$ cat src/shared/pwm_chan_pkg.sv
// Purpose: constants and types for the pulse width channel update block
// Assumes: APB register access, 32-bit data, word aligned registers
// Notes: all offsets are byte addresses
package pwm_chan_pkg;
	localparam int cnt_w = 16;
	localparam logic [7:0] off_ctrl = 8'h00;
	localparam logic [7:0] off_enable = 8'h04;
	localparam logic [7:0] off_disable = 8'h08;
	localparam logic [7:0] off_status = 8'h0c;
	localparam logic [7:0] off_period = 8'h10;
	localparam logic [7:0] off_duty = 8'h14;
	localparam logic [7:0] off_update = 8'h18;
	localparam logic [7:0] off_counter = 8'h1c;
	localparam logic [7:0] off_irq_stat = 8'h20;
	localparam logic [7:0] off_irq_mask = 8'h24;
	localparam int ctrl_upd_sel_bit = 0;
	localparam int ctrl_pre_lsb = 8;
	localparam int pre_w = 8;
	localparam int irq_period_bit = 0;
	localparam int irq_update_bit = 1;
	localparam int irq_w = 2;
	localparam logic [cnt_w-1:0] period_rst = 16'h0000;
	localparam logic [cnt_w-1:0] duty_rst = 16'h0000;
	localparam logic [cnt_w-1:0] cnt_first = 16'h0000;
	localparam logic [cnt_w-1:0] cnt_next = 16'h0001;
	typedef struct packed {
		logic upd_duty;
		logic [pre_w-1:0] prescale;
	} chan_cfg_t;
endpackage

$ cat src/rtl/pulse_width_channel_update.sv
// Purpose: one left-aligned pulse width channel with buffered period/duty update
// Assumes: APB slave, single clock clk_sys, synchronous active-high reset
// Notes: status bit keeps first-revision quirk on a too-early disable
//
// The APB interface to the registers and the register addresses are this design's own decisions.
`timescale 1ns/1ns
module pulse_width_channel_update import pwm_chan_pkg::*; (
	input wire logic clk_sys, // System clock
	input wire logic rst, // Synchronous reset
	input wire logic psel, // APB select
	input wire logic penable, // APB enable
	input wire logic pwrite, // APB direction
	input wire logic [7:0] paddr, // APB address
	input wire logic [31:0] pwdata, // APB write data
	output logic [31:0] prdata, // APB read data
	output logic pready, // APB ready
	output logic pslverr, // APB error
	output logic pwm_out, // Channel output
	output logic irq // Interrupt level
);
	// ----------------------------------------
	// Register state
	// ----------------------------------------
	chan_cfg_t cfg_q, cfg_d;
	logic [cnt_w-1:0] period_q, period_d, duty_q, duty_d, upd_q, upd_d;
	logic upd_pend_q, upd_pend_d, upd_duty_q, upd_duty_d;
	logic [cnt_w-1:0] channel_counter_value_q, channel_counter_value_d;
	logic run_q, run_d, channel_enabled_flag_q, channel_enabled_flag_d;
	logic first_q, first_d, tick_seen_q, tick_seen_d;
	logic [pre_w-1:0] pre_q, pre_d;
	logic [irq_w-1:0] istat_q, istat_d, imask_q, imask_d;
	logic [31:0] prdata_d;
	logic pready_d, pslverr_d, out_d, irq_d;
	logic wr, rd, tick, period_end, hit;
	logic [irq_w-1:0] ev;
	assign wr = psel && penable && pwrite && !pready;
	assign rd = psel && penable && !pwrite && !pready;
	assign hit = (paddr == off_ctrl) || (paddr == off_enable) || (paddr == off_disable) ||
		(paddr == off_status) || (paddr == off_period) || (paddr == off_duty) ||
		(paddr == off_update) || (paddr == off_counter) || (paddr == off_irq_stat) ||
		(paddr == off_irq_mask);
	assign tick = run_q && (pre_q == cfg_q.prescale);
	assign period_end = tick && (channel_counter_value_q >= period_q);

	// ----------------------------------------
	// Next state
	// ----------------------------------------
	always_comb begin
		cfg_d = cfg_q;
		period_d = period_q;
		duty_d = duty_q;
		upd_d = upd_q;
		upd_pend_d = upd_pend_q;
		upd_duty_d = upd_duty_q;
		channel_counter_value_d = channel_counter_value_q;
		run_d = run_q;
		channel_enabled_flag_d = channel_enabled_flag_q;
		first_d = first_q;
		tick_seen_d = tick_seen_q;
		pre_d = pre_q;
		imask_d = imask_q;
		ev = '0;
		pready_d = psel && penable && !pready;
		pslverr_d = psel && penable && !pready && !hit;
		prdata_d = '0;
		// Channel clock prescaler
		if (run_q) begin
			pre_d = tick ? '0 : pre_q + 1'b1;
		end
		if (tick) begin
			tick_seen_d = 1'b1;
			if (period_end) begin
				ev[irq_period_bit] = 1'b1;
				first_d = 1'b0;
				channel_counter_value_d = cnt_next;
				if (upd_pend_q) begin
					upd_pend_d = 1'b0;
					ev[irq_update_bit] = 1'b1;
					if (upd_duty_q) begin
						duty_d = upd_q;
					end else if (period_q != '0) begin
						period_d = upd_q;
					end
				end
			end else begin
				channel_counter_value_d = channel_counter_value_q + 1'b1;
			end
		end
		if (wr) begin
			unique case (paddr)
				off_ctrl: begin
					cfg_d.upd_duty = pwdata[ctrl_upd_sel_bit];
					cfg_d.prescale = pwdata[ctrl_pre_lsb +: pre_w];
				end
				off_enable: if (pwdata[0] && !run_q) begin
					run_d = 1'b1;
					channel_enabled_flag_d = 1'b1;
					first_d = 1'b1;
					tick_seen_d = 1'b0;
					pre_d = '0;
					channel_counter_value_d = cnt_first;
				end
				off_disable: if (pwdata[0]) begin
					run_d = 1'b0;
					// Early disable leaves the flag set, matching silicon
					channel_enabled_flag_d = tick_seen_q ? 1'b0 : channel_enabled_flag_q;
				end
				off_period: period_d = pwdata[cnt_w-1:0];
				off_duty: duty_d = pwdata[cnt_w-1:0];
				off_update: begin
					if (channel_counter_value_q <= cnt_next) begin
						upd_pend_d = 1'b0;
						if (cfg_q.upd_duty) begin
							duty_d = pwdata[cnt_w-1:0];
						end else if (period_q != '0) begin
							period_d = pwdata[cnt_w-1:0];
						end
					end else begin
						upd_d = pwdata[cnt_w-1:0];
						upd_duty_d = cfg_q.upd_duty;
						upd_pend_d = 1'b1;
					end
				end
				off_irq_mask: imask_d = pwdata[irq_w-1:0];
				default: ;
			endcase
		end
		if (rd) begin
			unique case (paddr)
				off_ctrl: prdata_d = 32'({cfg_q.prescale, 7'h00, cfg_q.upd_duty});
				off_status: prdata_d = 32'(channel_enabled_flag_q);
				off_period: prdata_d = 32'(period_q);
				off_duty: prdata_d = 32'(duty_q);
				off_update: prdata_d = 32'(upd_q);
				off_counter: prdata_d = 32'(channel_counter_value_q);
				off_irq_stat: prdata_d = 32'(istat_q);
				off_irq_mask: prdata_d = 32'(imask_q);
				default: prdata_d = '0;
			endcase
		end
		// Set wins over the write-one clear
		istat_d = istat_q;
		if (wr && paddr == off_irq_stat) begin
			istat_d = istat_q & ~pwdata[irq_w-1:0];
		end
		istat_d = istat_d | ev;
		irq_d = |(istat_d & imask_d);
		out_d = run_d && (channel_counter_value_d < duty_d);
	end

	// ----------------------------------------
	// Registers
	// ----------------------------------------
	always_ff @(posedge clk_sys) begin
		if (rst) begin
			cfg_q <= '0;
			period_q <= period_rst;
			duty_q <= duty_rst;
			upd_q <= '0;
			upd_pend_q <= 1'b0;
			upd_duty_q <= 1'b0;
			channel_counter_value_q <= cnt_first;
			run_q <= 1'b0;
			channel_enabled_flag_q <= 1'b0;
			first_q <= 1'b0;
			tick_seen_q <= 1'b0;
			pre_q <= '0;
			istat_q <= '0;
			imask_q <= '0;
			prdata <= '0;
			pready <= 1'b0;
			pslverr <= 1'b0;
			pwm_out <= 1'b0;
			irq <= 1'b0;
		end else begin
			cfg_q <= cfg_d;
			period_q <= period_d;
			duty_q <= duty_d;
			upd_q <= upd_d;
			upd_pend_q <= upd_pend_d;
			upd_duty_q <= upd_duty_d;
			channel_counter_value_q <= channel_counter_value_d;
			run_q <= run_d;
			channel_enabled_flag_q <= channel_enabled_flag_d;
			first_q <= first_d;
			tick_seen_q <= tick_seen_d;
			pre_q <= pre_d;
			istat_q <= istat_d;
			imask_q <= imask_d;
			prdata <= prdata_d;
			pready <= pready_d;
			pslverr <= pslverr_d;
			pwm_out <= out_d;
			irq <= irq_d;
		end
	end

	// ----------------------------------------
	// Assertions
	// ----------------------------------------
	property p_imm_update;
		@(posedge clk_sys) disable iff (rst)
		(wr && paddr == off_update && channel_counter_value_q <= cnt_next && cfg_q.upd_duty)
		|=> (duty_q == $past(pwdata[cnt_w-1:0]));
	endproperty
	a_imm_update: assert property (p_imm_update) else $error("immediate duty update missed");
	property p_zero_period;
		@(posedge clk_sys) disable iff (rst)
		(period_q == '0 && !(wr && paddr == off_period)) |=> (period_q == '0);
	endproperty
	a_zero_period: assert property (p_zero_period) else $error("period left zero via update");
	property p_start_first;
		@(posedge clk_sys) disable iff (rst)
		(wr && paddr == off_enable && pwdata[0] && !run_q) |=> (channel_counter_value_q == cnt_first);
	endproperty
	a_start_first: assert property (p_start_first) else $error("first period not from zero");
	property p_restart_one;
		@(posedge clk_sys) disable iff (rst)
		(period_end && !wr) |=> (channel_counter_value_q == cnt_next && !first_q);
	endproperty
	a_restart_one: assert property (p_restart_one) else $error("later period not from one");
	property p_early_disable;
		@(posedge clk_sys) disable iff (rst)
		(wr && paddr == off_disable && pwdata[0] && !tick_seen_q && channel_enabled_flag_q)
		|=> (channel_enabled_flag_q && !run_q) ##1 !pwm_out;
	endproperty
	a_early_disable: assert property (p_early_disable) else $error("early disable flag wrong");
	property p_late_disable;
		@(posedge clk_sys) disable iff (rst)
		(wr && paddr == off_disable && pwdata[0] && tick_seen_q) |=> !channel_enabled_flag_q;
	endproperty
	a_late_disable: assert property (p_late_disable) else $error("disable flag not cleared");
	property p_buffered;
		@(posedge clk_sys) disable iff (rst)
		(!(wr && (paddr == off_duty || paddr == off_update)) && !period_end) |=> $stable(duty_q);
	endproperty
	a_buffered: assert property (p_buffered) else $error("duty changed mid period");
	property p_pend_apply;
		@(posedge clk_sys) disable iff (rst)
		(period_end && upd_pend_q && upd_duty_q && !wr) |=> (duty_q == $past(upd_q) && !upd_pend_q);
	endproperty
	a_pend_apply: assert property (p_pend_apply) else $error("pending update not applied");
	property p_apb_ready;
		@(posedge clk_sys) disable iff (rst)
		(psel && penable && !pready) |=> pready ##1 !pready;
	endproperty
	a_apb_ready: assert property (p_apb_ready) else $error("apb ready timing wrong");
	c_imm: cover property (@(posedge clk_sys) disable iff (rst)
		wr && paddr == off_update && channel_counter_value_q <= cnt_next);
	c_pend: cover property (@(posedge clk_sys) disable iff (rst) period_end && upd_pend_q);
	c_early: cover property (@(posedge clk_sys) disable iff (rst)
		wr && paddr == off_disable && !tick_seen_q && run_q);
	c_irq: cover property (@(posedge clk_sys) disable iff (rst) irq);
endmodule // pulse_width_channel_update

$ cat config.mk
export PLATFORM = sky130hd
export DESIGN_NAME = pulse_width_channel_update
export DESIGN_NICKNAME = d
export VERILOG_FILES = /design/src/shared/pwm_chan_pkg.sv /design/src/rtl/pulse_width_channel_update.sv
export SDC_FILE = /design/constraint.sdc
export NUM_CORES = 1
export LEC_CHECK = 0
export BUFFER_PORTS_ARGS = -buffer_cell sky130_fd_sc_hd__buf_4
export CAP_MARGIN = 10
export CORE_ASPECT_RATIO = 1.2
export CORE_MARGIN = 2
export CORE_UTILIZATION = 30
export CTS_CLUSTER_DIAMETER = 200
export DETAILED_ROUTE_END_ITERATION = 6
export PLACE_DENSITY = 0.54
export SYNTH_ARGS = -nofsm -noshare
export SYNTH_HDL_FRONTEND = slang
export SYNTH_SLANG_ARGS = --single-unit
$ cat constraint.sdc
create_clock -name clk_sys -period 3.64 [get_ports clk_sys]
set_input_delay 0.364 -clock clk_sys [delete_from_list [all_inputs] [get_ports clk_sys]]
set_output_delay 0.364 -clock clk_sys [all_outputs]
set_load 0.05 [all_outputs]
**Word level (Yosys, flattened, before mapping)**

Index checks and enable logic that the tools add are counted.

- Order comparisons: 3
- $add $sub $neg: 2
- Reductions and logical operators: 33
- Bitwise logic cells: 6
- Muxes and demuxes: 52
- Equality and inequality tests: 13

Operator list:

| operator | number |
|---|---|
| 2-to-1 mux 16 bit | 21 |
| one-hot mux 16 bit (8 select lines) | 1 |
| one-hot mux 16 bit (2 select lines) | 2 |
| 2-to-1 mux 8 bit | 5 |
| == test 8 x 5 -> 1 bit (second input constant) | 4 |
| adder 16 x 1 -> 16 bit (second input constant) | 1 |
| == test 8 x 4 -> 1 bit (second input constant) | 2 |
| == test 8 x 6 -> 1 bit (second input constant) | 2 |
| >= comparator 16 bit | 1 |
| <= comparator 16 x 1 -> 1 bit (second input constant) | 1 |
| < comparator 16 bit | 1 |
| 2-to-1 mux 1 bit | 16 |
| nonzero test 16 bit | 1 |
| logical AND 1 bit | 12 |
| 2-to-1 mux 2 bit | 5 |
| logical OR 1 bit | 9 |
| adder 8 x 1 -> 8 bit (second input constant) | 1 |
| == test 8 x 3 -> 1 bit (second input constant) | 1 |
| == test 8 bit | 1 |
| logical NOT 8 bit | 1 |
| AND reduction 5 bit | 1 |
| bitwise AND 2 bit | 2 |
| logical NOT 1 bit | 4 |
| != test 2 bit (second input constant) | 2 |
| 9 further kinds | 12 |

- Output and inout port bits: 36
- Word-level logic and storage cells: 128
- Input bits: 45
- Flip-flop bits (word level): 126

**Longest topological paths before layout**

Gate-level depths: netlist of run 1.

- Depth after elaboration: 12
- Mapped depth: 17
- Gate-level depth less buffers: 16

**Worst setup path before layout of run 1**

No wires, ideal clock.

- Path kind: flip-flop to flip-flop
- From: register channel_counter_value_q[0]
- To: register pwm_out
- Setup time: 70 ps
- Cell stages (with the launch flop): 18
- Required time: 3570 ps
- Period minus slack after synthesis: 3782 ps
- Buffers on the path: 1
- Data arrival time: 3712 ps
- Path slack: -142 ps
- Cells stage by stage: dfxtp_1 inv_1 ha_1 nand2b_4 a2111o_1 a41o_1 o31ai_4 buf_12 mux2_4 mux2i_2 ha_1 a21o_1 a21o_1 a21oi_1 nor3_1 a211oi_1 o211ai_1 a21oi_1

- Longest elaborated chain between the ends: 10
- Elaborated cells on any way between the ends: 17
- Classes of those cells: add/sub: 1; order compare: 3; mux: 11; reduce/logical: 2

RTL lines:

| what | line | text |
|---|---|---|
| start, declared | pulse_width_channel_update.sv:27 | `logic [cnt_w-1:0] channel_counter_value_q, channel_counter_value_d;` |
| start signal, assigned | pulse_width_channel_update.sv:162 | `channel_counter_value_q <= cnt_first;` |
| start signal, assigned | pulse_width_channel_update.sv:182 | `channel_counter_value_q <= channel_counter_value_d;` |
| >= comparator 16 bit | pulse_width_channel_update.sv:43 | `assign period_end = tick && (channel_counter_value_q >= period_q);` |
| logical AND 1 bit | pulse_width_channel_update.sv:43 |  |
| 2-to-1 mux 16 bit | pulse_width_channel_update.sv:72 | `if (period_end) begin` |
| 2-to-1 mux 16 bit | pulse_width_channel_update.sv:70 | `if (tick) begin` |
| 2-to-1 mux 16 bit | pulse_width_channel_update.sv:113 | `if (cfg_q.upd_duty) begin` |
| 2-to-1 mux 16 bit | pulse_width_channel_update.sv:111 | `if (channel_counter_value_q <= cnt_next) begin` |
| one-hot mux 16 bit (2 select lines) | pulse_width_channel_update.sv:90 | `unique case (paddr)` |
| 2-to-1 mux 16 bit | pulse_width_channel_update.sv:89 | `if (wr) begin` |
| < comparator 16 bit * | pulse_width_channel_update.sv:148 | `out_d = run_d && (channel_counter_value_d < duty_d);` |
| logical AND 1 bit * | pulse_width_channel_update.sv:148 |  |
| end signal, assigned | pulse_width_channel_update.sv:193 | `pwm_out <= out_d;` |
| end, declared | pulse_width_channel_update.sv:18 | `output logic pwm_out,` |

Mark *: on every way between the ends. The rest lies on a longest branch, timed or not.
A chain may end at the register's enable or synchronous reset.

**Worst setup path after layout of run 1**

Ends and elaborated chain as after synthesis.

==> impl_metrics.toml, run 1 <==
[power_and_ir_drop]
leakage_nw = 3.220
p_int_mw = 1.768
power.density_nw_per_um2 = 310.3
p_switching_mw = 0.5642
clkPwrFrac = 0.431
power_mw = 2.332
seq_power_share = 0.516
combPwrFrac = 0.054
switching_share = 0.2419
peakVddDrop_mv = 0.2131

[drt]
num_vias = 5244
drt_iter0_drc = 349
routed_wl_mm = 18.35
wl_per_cell_um = 17.54
routed_via_density = 5.013
drc = 0
dr.pass1.iters = 5
antenna_left = 0

[critical_path]
r2r_slack_ns = 0.01
cp_max_fo = 4
slowest_delay_ns = 0.44
crit_path_cell_trace = "inv_4, ha_4, nand2b_4, a2111o_1, a41o_1, o31ai_4, buf_6, buf_4, mux2_4, mux2i_4, ha_4, a21o_1, a21oi_2, nor3_2, a211oi_2, o211ai_1, a21oi_1"
cp_top_family = "compound AO/OA/AOI/OAI gates"
critPathBufInv = 3
cpMostUsedCell = "ha_4"
slowest_stage = "a2111o_1"
worst_ep_arrival_time_ns = 3.92
cp.required_ns = 3.93
endpoint_kind = "flip-flop"
critPathLaunchType = "flip-flop"
critPathKind = "reg2reg"

[floorplanning]
dieWidth_um = 133.9
start_util = 0.3030
core.rowCount = 57
die_height_um = 159.8
io_pins = 81
dieArea_um2 = 21400
core_area_um2 = 20040

[synth]
synth_edf_count = 0
yosysWarnings = 0
syn_inst = 675
yosysSeqAreaShare = 0.3627
syn-mean-instance-area_um2 = 8.996
synth_area_leaders = "dfxtp_1, mux2i_1, ha_1"
ys_seq_elements = 110
synth_async_sr_flop_share = 0
synthFlopType = "dfxtp_1"
netlist-cell-type-count = 60
synth_area_um2 = 6072
synth_area_leader_cell = "dfxtp_1"
synth_top_area_share = 0.3627

[clock_tree]
clk_pin_slew_worst_paths_ns = 0.07
cts.sinks = 110
cts_made_buffers = 9
clock_latency_ns = 0.36
cts_root_buffer = "clkbuf_16"
htree_num_levels = 3
clk_path_buf_depth = 2
cts_tree = "built"

[finish]
area_growth_pct = 23.80
layout_common_cells = "buf_4, dfxtp_1, nor2_1"
multi_input_area_um2 = 3666
design_area_um2 = 7517
final_common_cell = "buf_4"
register_area_um2 = 2206
antenna_cells = 0
nets = 856
drive_above_1_share = 0.2420
fill_cells = 2050

[sta]
rsz0062_at_grt = "yes"
finClkSkew_ns = 0.009982
fin_crit_sh = 0.9966
hold_viol = 0
max_freq_mhz = 275.7
slew_violations = 0
min_period_ns = 3.628
setup_viol = 0
relSlewSlack = 0.3982
tightest_slew_ns = 0.9026

[run]
max_cap_viol_count = 0

[global_routing]
antenna_found_initial = 0
first_global_vias = 5006
grt_use_total = 0.1720
grt_max_degree = 59
grt_first_pass_wirelength_mm = 28.30
grt.overflow.total = 0

[place]
gp_congestion = 0.8631
post_dp_cell_area_um2 = 7068
hpwl_mm = 13.25
portBuffers = 48

[outcome]
status = "completed"

[worst_hold_path]
hp-class = "in2reg"
-- metal layers --
metal,share of wire,global-route usage
met3,0.033,0.01873
met5,0,0
met4,0.024,0.06576
met2,0.49,0.2925
met1,0.46,0.2227
-- kinds of logic after synthesis --
family          after synthesis  synth area share
mux                          68            0.1263
simple gates                236            0.1888
flops                       110            0.3627
other cells                   1         0.0006176
xor+xnor                     28           0.04039
fa+ha+maj                    35           0.07212
buf+inv                      70           0.06058
compound gates              127            0.1486
-- synthesized netlist by cell type, types with 15 or more instances --
cell type and count:
nand2_1 50, nor2_1 82, inv_1 23, nor3_1 19
a21oi_1 35, a22oi_1 32, ha_1 35, clkbuf_1 19
buf_4 17, xnor2_1 19, o2bb2ai_1 15, mux2i_1 44
nand3_1 19, dfxtp_1 110
-- power by group through the flow --
stage          logic [mW]  registers, mW  clock network [mW]
2_1_floorplan      0.0802           1.23                   0
3_3_place_gp        0.123           1.23                   0
3_5_place_dp        0.123           1.23                   0
4_1_cts             0.124           1.20                1.03
5_1_grt             0.133           1.20                1.08
6_report            0.125           1.20                1.00
-- state kept, by name, summed over array words and instances (netlist names) --
name                     cells
pwm_out                      1
run_q                        1
upd_pend_q                   1
period_q                    16
tick_seen_q                  1
prdata                      16
duty_q                      16
istat_q                      2
upd_duty_q                   1
pre_q                        8
channel_counter_value_q     16
irq                          1
upd_q                       16
channel_enabled_flag_q       1
pready                       1
pslverr                      1
cfg_q                        9
imask_q                      2
-- worst paths after layout --
check | to | depth (start not counted) | start
worst max-delay path | pwm_out | 17 | channel_counter_value_q[0]
worst min-delay path | period_q[2] | 2 | pwdata[2]
worst max register to register | pwm_out | 17 | channel_counter_value_q[0]
worst min register to register | tick_seen_q | 1 | tick_seen_q
-- metrics by stage --
stage,hold slack [ns],std cells,setup WS (ns),util,setup TNS (ns)
finish,0.2359,1046,0.01239,0.3751,0
global route,0.2366,1046,-0.1042,0.3751,-0.1042
CTS,0.2197,1043,0.01146,0.3680,0
detailed placement,0.4575,1026,-0.1188,0.3527,-0.1188
global placement,0.4513,1026,-0.07258,0.3527,-0.07258
floorplan,0.4404,690,0.01639,-,0
-- layout make-up --
| cell class | count | area share |
|---|---|---|
| inverter | 23 | 0.01182 |
| multi-input combinational | 510 | 0.4877 |
| timing repair buffer | 122 | 0.1245 |
| clock inverter | 6 | 0.007989 |
| tap | 265 | 0.04411 |
| sequential | 110 | 0.2934 |
| clock buffer | 10 | 0.03046 |
-- timing repair --
action / CTS / global route
pin swaps: 1 / 10
hold buffers: 0 / 0
gates resized for setup: 3 / 18
buffers inserted: 1 / 3
setup endpoints to repair: 1 / 1
Power figures use the tool's default switching activity.
==> run 2: changes to the inputs <==
Settings changed: PLACE_DENSITY 0.54 to default, SETUP_SLACK_MARGIN from default to 0.3.
==> impl_metrics.toml, run 2 (synthesized netlist as in run 1, its figures left out) <==
[outcome]
status = "completed"

[drt]
routed_via_density = 5.001
dr.pass1.iters = 4
num_vias = 5146
wl_per_cell_um = 16.91
drt_iter0_drc = 343
antenna_left = 0
drc = 0
routed_wl_mm = 17.40

[worst_hold_path]
min-delay-start = "pwdata[10]"
hp-class = "in2reg"
whs_path_depth = 2
holdPathEnd = "period_q[10]"

[sta]
setup_viol = 0
finClkSkew_ns = 0.01388
relSlewSlack = 0.4269
hold_viol = 0
finalWorstSetupSlack_ns = 0.08717
rsz0062_at_grt = "yes"
slew_violations = 0
fin_crit_sh = 0.9761
hold_ws_ns = 0.2284
finalSetupTns_ns = 0
max_freq_mhz = 281.5
tightest_slew_ns = 0.8597
min_period_ns = 3.553

[clock_tree]
cts_root_buffer = "clkbuf_16"
clk_path_buf_depth = 2
clock_latency_ns = 0.37
cts_made_buffers = 9
clk_pin_slew_worst_paths_ns = 0.08
htree_num_levels = 3
cts.sinks = 110
holdBufCountCts = 0
cts_tree = "built"

[power_and_ir_drop]
power.density_nw_per_um2 = 309.7
switching_share = 0.2511
leakage_nw = 3.148
p_int_mw = 1.700
combPwrFrac = 0.055
clkPwrFrac = 0.416
peakVddDrop_mv = 0.2132
seq_power_share = 0.530
p_switching_mw = 0.5701

[global_routing]
grt_max_degree = 59
first_global_vias = 5111
grt_first_pass_wirelength_mm = 27.68
antenna_found_initial = 0
grt_use_total = 0.1666
grt.overflow.total = 0

[place]
post_dp_cell_area_um2 = 6984
gp_congestion = 0.8635
hpwl_mm = 12.83
portBuffers = 48
dp_slack_ns = -0.03274

[critical_path]
worst_ep_arrival_time_ns = 3.85
reg2reg_to = "pwm_out"
cp_max_fo = 7
critPathBufInv = 2
slowest_stage = "a2111o_1"
critPathLaunchType = "flip-flop"
cp.required_ns = 3.94
slowest_delay_ns = 0.40
cp_top_family = "compound AO/OA/AOI/OAI gates"
r2r_slack_ns = 0.09
reg2reg_depth = 15
endpoint_kind = "flip-flop"
crit_path_cell_trace = "inv_4, ha_4, nand2b_4, a2111o_1, a41o_1, o31ai_4, buf_4, mux2_4, mux2i_2, ha_1, a21o_1, a21o_1, a21oi_1, o211ai_1, a21oi_1"
critPathKind = "reg2reg"
reg2reg_from = "channel_counter_value_q[0]"

[finish]
layout_common_cells = "dfxtp_1, buf_4, nor2_1"
nets = 839
antenna_cells = 0
final_common_cell = "dfxtp_1"
design_area_um2 = 7331
area_growth_pct = 20.73
drive_above_1_share = 0.2212

[floorplanning]
io_pins = 81
dieWidth_um = 133.9
core.rowCount = 57
die_height_um = 159.8
start_util = 0.3030
dieArea_um2 = 21400
core_area_um2 = 20040

[run]
max_cap_viol_count = 0
-- run 2: cell types whose count changed in the layout (fill, tap and decap cells not counted), sizes merged --
| cell | before | now |
|---|---|---|
| buf | 122 | 105 |
| bufinv | 1 | 0 |
| clkbuf | 10 | 9 |
| clkinv | 3 | 5 |
-- run 2: final cells by class --
class	count	area (um2)
sequential	110	2207
multi-input combinational	510	3617
tap	265	331.6
inverter	23	88.84
clock buffer	9	225.2
timing repair buffer	105	813.3
clock inverter	7	47.55
fill	2076	12710
-- run 2: worst max-delay path by stage --
stage / slack [ns] / from / depth (start not counted) / endpoint
after floorplan: 0.07 / channel_counter_value_q[0] / 17 / pwm_out
after global routing: -0.02 / channel_counter_value_q[0] / 15 / pwm_out
final: 0.09 / channel_counter_value_q[0] / 15 / pwm_out
after detailed placement: -0.03 / channel_counter_value_q[0] / 17 / pwm_out
after CTS: 0.12 / channel_counter_value_q[0] / 17 / pwm_out
after global placement: 0.04 / channel_counter_value_q[0] / 17 / pwm_out
-- run 2: through the flow --
| stage | power [mW] | util | std cells |
|---|---|---|---|
| 2_1_floorplan | 1.315 | - | 690 |
| 3_3_place_gp | 1.354 | 0.3485 | 1011 |
| 3_5_place_dp | 1.354 | 0.3485 | 1011 |
| 4_1_cts | 2.300 | 0.3653 | 1029 |
| 5_1_grt | 2.353 | 0.3658 | 1029 |
| 6_report | 2.270 | 0.3658 | 1029 |
-- run 2: timing repair --
action                                  4_1_cts  5_1_grt
gates resized for setup                       6        2
pin swaps                                     2        1
endpoints found under the setup margin        1        1
setup buffers                                 2        0
-- run 2: layer usage --
layer | vias to the layer above | part of all wire | GRT usage
li1 | 2561 | - | -
met1 | 2436 | 0.43 | 0.2032
met2 | 122 | 0.50 | 0.2886
met3 | 27 | 0.040 | 0.02667
met4 | 0 | 0.032 | 0.07108
met5 | - | 0 | 0
-- run 2: power by group through the flow --
| stage | sequential (mW) | combinational, mW | clock (mW) |
|---|---|---|---|
| floorplan | 1.23 | 0.0803 | 0 |
| finish | 1.20 | 0.124 | 0.943 |
| CTS | 1.20 | 0.124 | 0.973 |
| global placement | 1.23 | 0.123 | 0 |
| global route | 1.20 | 0.132 | 1.02 |
| detailed placement | 1.23 | 0.123 | 0 |
==> run 3: changes to the inputs <==
Settings changed: CORE_UTILIZATION 30 to 40, PLACE_DENSITY from default to 0.69.
==> impl_metrics.toml, run 3 (synthesized netlist as in run 1, its figures left out) <==
[sta]
rsz0062_at_grt = "yes"
finalWorstSetupSlack_ns = -0.01792
relSlewSlack = 0.4280
tightest_slew_ns = 0.8571
finalSetupTns_ns = -0.01792
fin_crit_sh = 1.005
hold_viol = 0
max_freq_mhz = 273.4
finClkSkew_ns = 0.008530
min_period_ns = 3.658
slew_violations = 0
setup_viol = 1

[clock_tree]
clock_latency_ns = 0.35
clk_path_buf_depth = 2
cts_tree = "built"
cts.sinks = 110
cts_made_buffers = 9
htree_num_levels = 3
cts_root_buffer = "clkbuf_16"
clk_pin_slew_worst_paths_ns = 0.08

[global_routing]
first_global_vias = 5008
grt.overflow.total = 0
antenna_found_initial = 0
grt_use_total = 0.2019
grt_max_degree = 59
grt_first_pass_wirelength_mm = 25.63

[floorplanning]
start_util = 0.4076
die_height_um = 139.0
core.rowCount = 49
core_area_um2 = 14900
dieWidth_um = 116.5
dieArea_um2 = 16190
io_pins = 81

[critical_path]
slowest_stage = "a2111o_1"
reg2reg_to = "pwm_out"
endpoint = "pwm_out"
reg2reg_depth = 15
endpoint_kind = "flip-flop"
critPathKind = "reg2reg"
crit_path_cell_trace = "inv_4, ha_4, nand2b_4, a2111o_1, a41o_1, o31ai_4, buf_6, mux2_2, mux2i_1, ha_1, nand4_1, nor3_2, a211oi_2, o211ai_1, a21oi_1"
reg2reg_from = "channel_counter_value_q[0]"
critPathLaunch = "channel_counter_value_q[0]"
cp.required_ns = 3.93
critPathLaunchType = "flip-flop"
slowest_delay_ns = 0.44
r2r_slack_ns = -0.02
worst_ep_arrival_time_ns = 3.95
cp_max_fo = 8

[power_and_ir_drop]
peakVddDrop_mv = 0.2711
p_switching_mw = 0.5817
power.density_nw_per_um2 = 326.3
seq_power_share = 0.508
clkPwrFrac = 0.440
combPwrFrac = 0.052
leakage_nw = 3.071
p_int_mw = 1.786
power_mw = 2.368
switching_share = 0.2456

[drt]
drt_iter0_drc = 329
wl_per_cell_um = 16.83
num_vias = 5171
antenna_left = 0
drc = 0
routed_wl_mm = 16.10
routed_via_density = 5.403
dr.pass1.iters = 5

[finish]
area_growth_pct = 19.51
fill_cells = 1419
layout_common_cells = "dfxtp_1, buf_4, nor2_1"
final_util = 0.4871
antenna_cells = 0
drive_above_1_share = 0.2244
final_common_cell = "dfxtp_1"
nets = 828

[outcome]
violations = "setup timing"
status = "finished with violations"

[place]
hpwl_mm = 11.81
portBuffers = 48
gp_congestion = 0.8685

[worst_hold_path]
hp-class = "in2reg"

[run]
max_cap_viol_count = 0
==> run 3: worst max-delay path, delay by kind of cell, from the launching register on <==
kind | cells | cell delay (ns)
simple gates | 3 | 0.43
flops | 1 | 0.35
compound gates | 6 | 1.41
mux | 2 | 0.65
buf+inv | 2 | 0.26
fa+ha+maj | 2 | 0.47
==> run 3: power groups by stage <==
stage,Combinational [mW],Clock (mW),Sequential [mW]
5_1_grt,0.130,1.11,1.20
6_report,0.123,1.04,1.20
3_5_place_dp,0.121,0,1.23
2_1_floorplan,0.0803,0,1.23
3_3_place_gp,0.121,0,1.23
4_1_cts,0.121,1.06,1.20
==> run 3: worst min path at each step <==
stage / to / cells after the start / slack [ns] / startpoint
5_1_grt: period_q[8] / 2 / 0.23 / pwdata[8]
3_5_place_dp: tick_seen_q / 1 / 0.47 / tick_seen_q
3_3_place_gp: tick_seen_q / 1 / 0.45 / tick_seen_q
6_report: period_q[8] / 2 / 0.23 / pwdata[8]
4_1_cts: period_q[8] / 2 / 0.23 / pwdata[8]
2_1_floorplan: tick_seen_q / 1 / 0.44 / tick_seen_q
==> run 3: timing repair <==
item                       CTS  global route
gates resized for setup      7            15
setup buffers                0             5
hold buffers                 0             0
pin swaps                    1             9
setup endpoints to repair    1             1
==> run 3: area by class of cell <==
cell class	instances	area, um2	area share
inverters	23	88.84	0.01224
repair buffers	94	729.5	0.1005
flip-flops and latches	110	2208	0.3043
clock buffers	9	225.2	0.03103
clock inverters	7	88.84	0.01224
well taps	204	255.2	0.03517
multi-input cells	510	3661	0.5045
==> run 3: per-stage QoR <==
| stage | hold WS [ns] | cells | setup WS (ns) | instance area, um2 |
|---|---|---|---|---|
| final | 0.2339 | 957 | -0.01792 | 7257 |
| after global routing | 0.2308 | 957 | -0.1582 | 7257 |
| after CTS | 0.2316 | 952 | 0.1241 | 7147 |
| after detailed placement | 0.4658 | 936 | 0.02730 | 6803 |
| after global placement | 0.4541 | 936 | 0.04514 | 6803 |
| after floorplan | 0.4404 | 690 | 0.06817 | 6148 |
==> run 3: per-layer routing <==
metal / up-vias / part of all wire / track usage / routed length (um)
li1: 2540 / - / - / -
met2: 163 / 0.49 / 0.3436 / 7947
met4: 0 / 0.033 / 0.08083 / 530
met5: - / 0 / 0 / 0
met3: 40 / 0.049 / 0.03103 / 788
met1: 2428 / 0.42 / 0.2520 / 6836
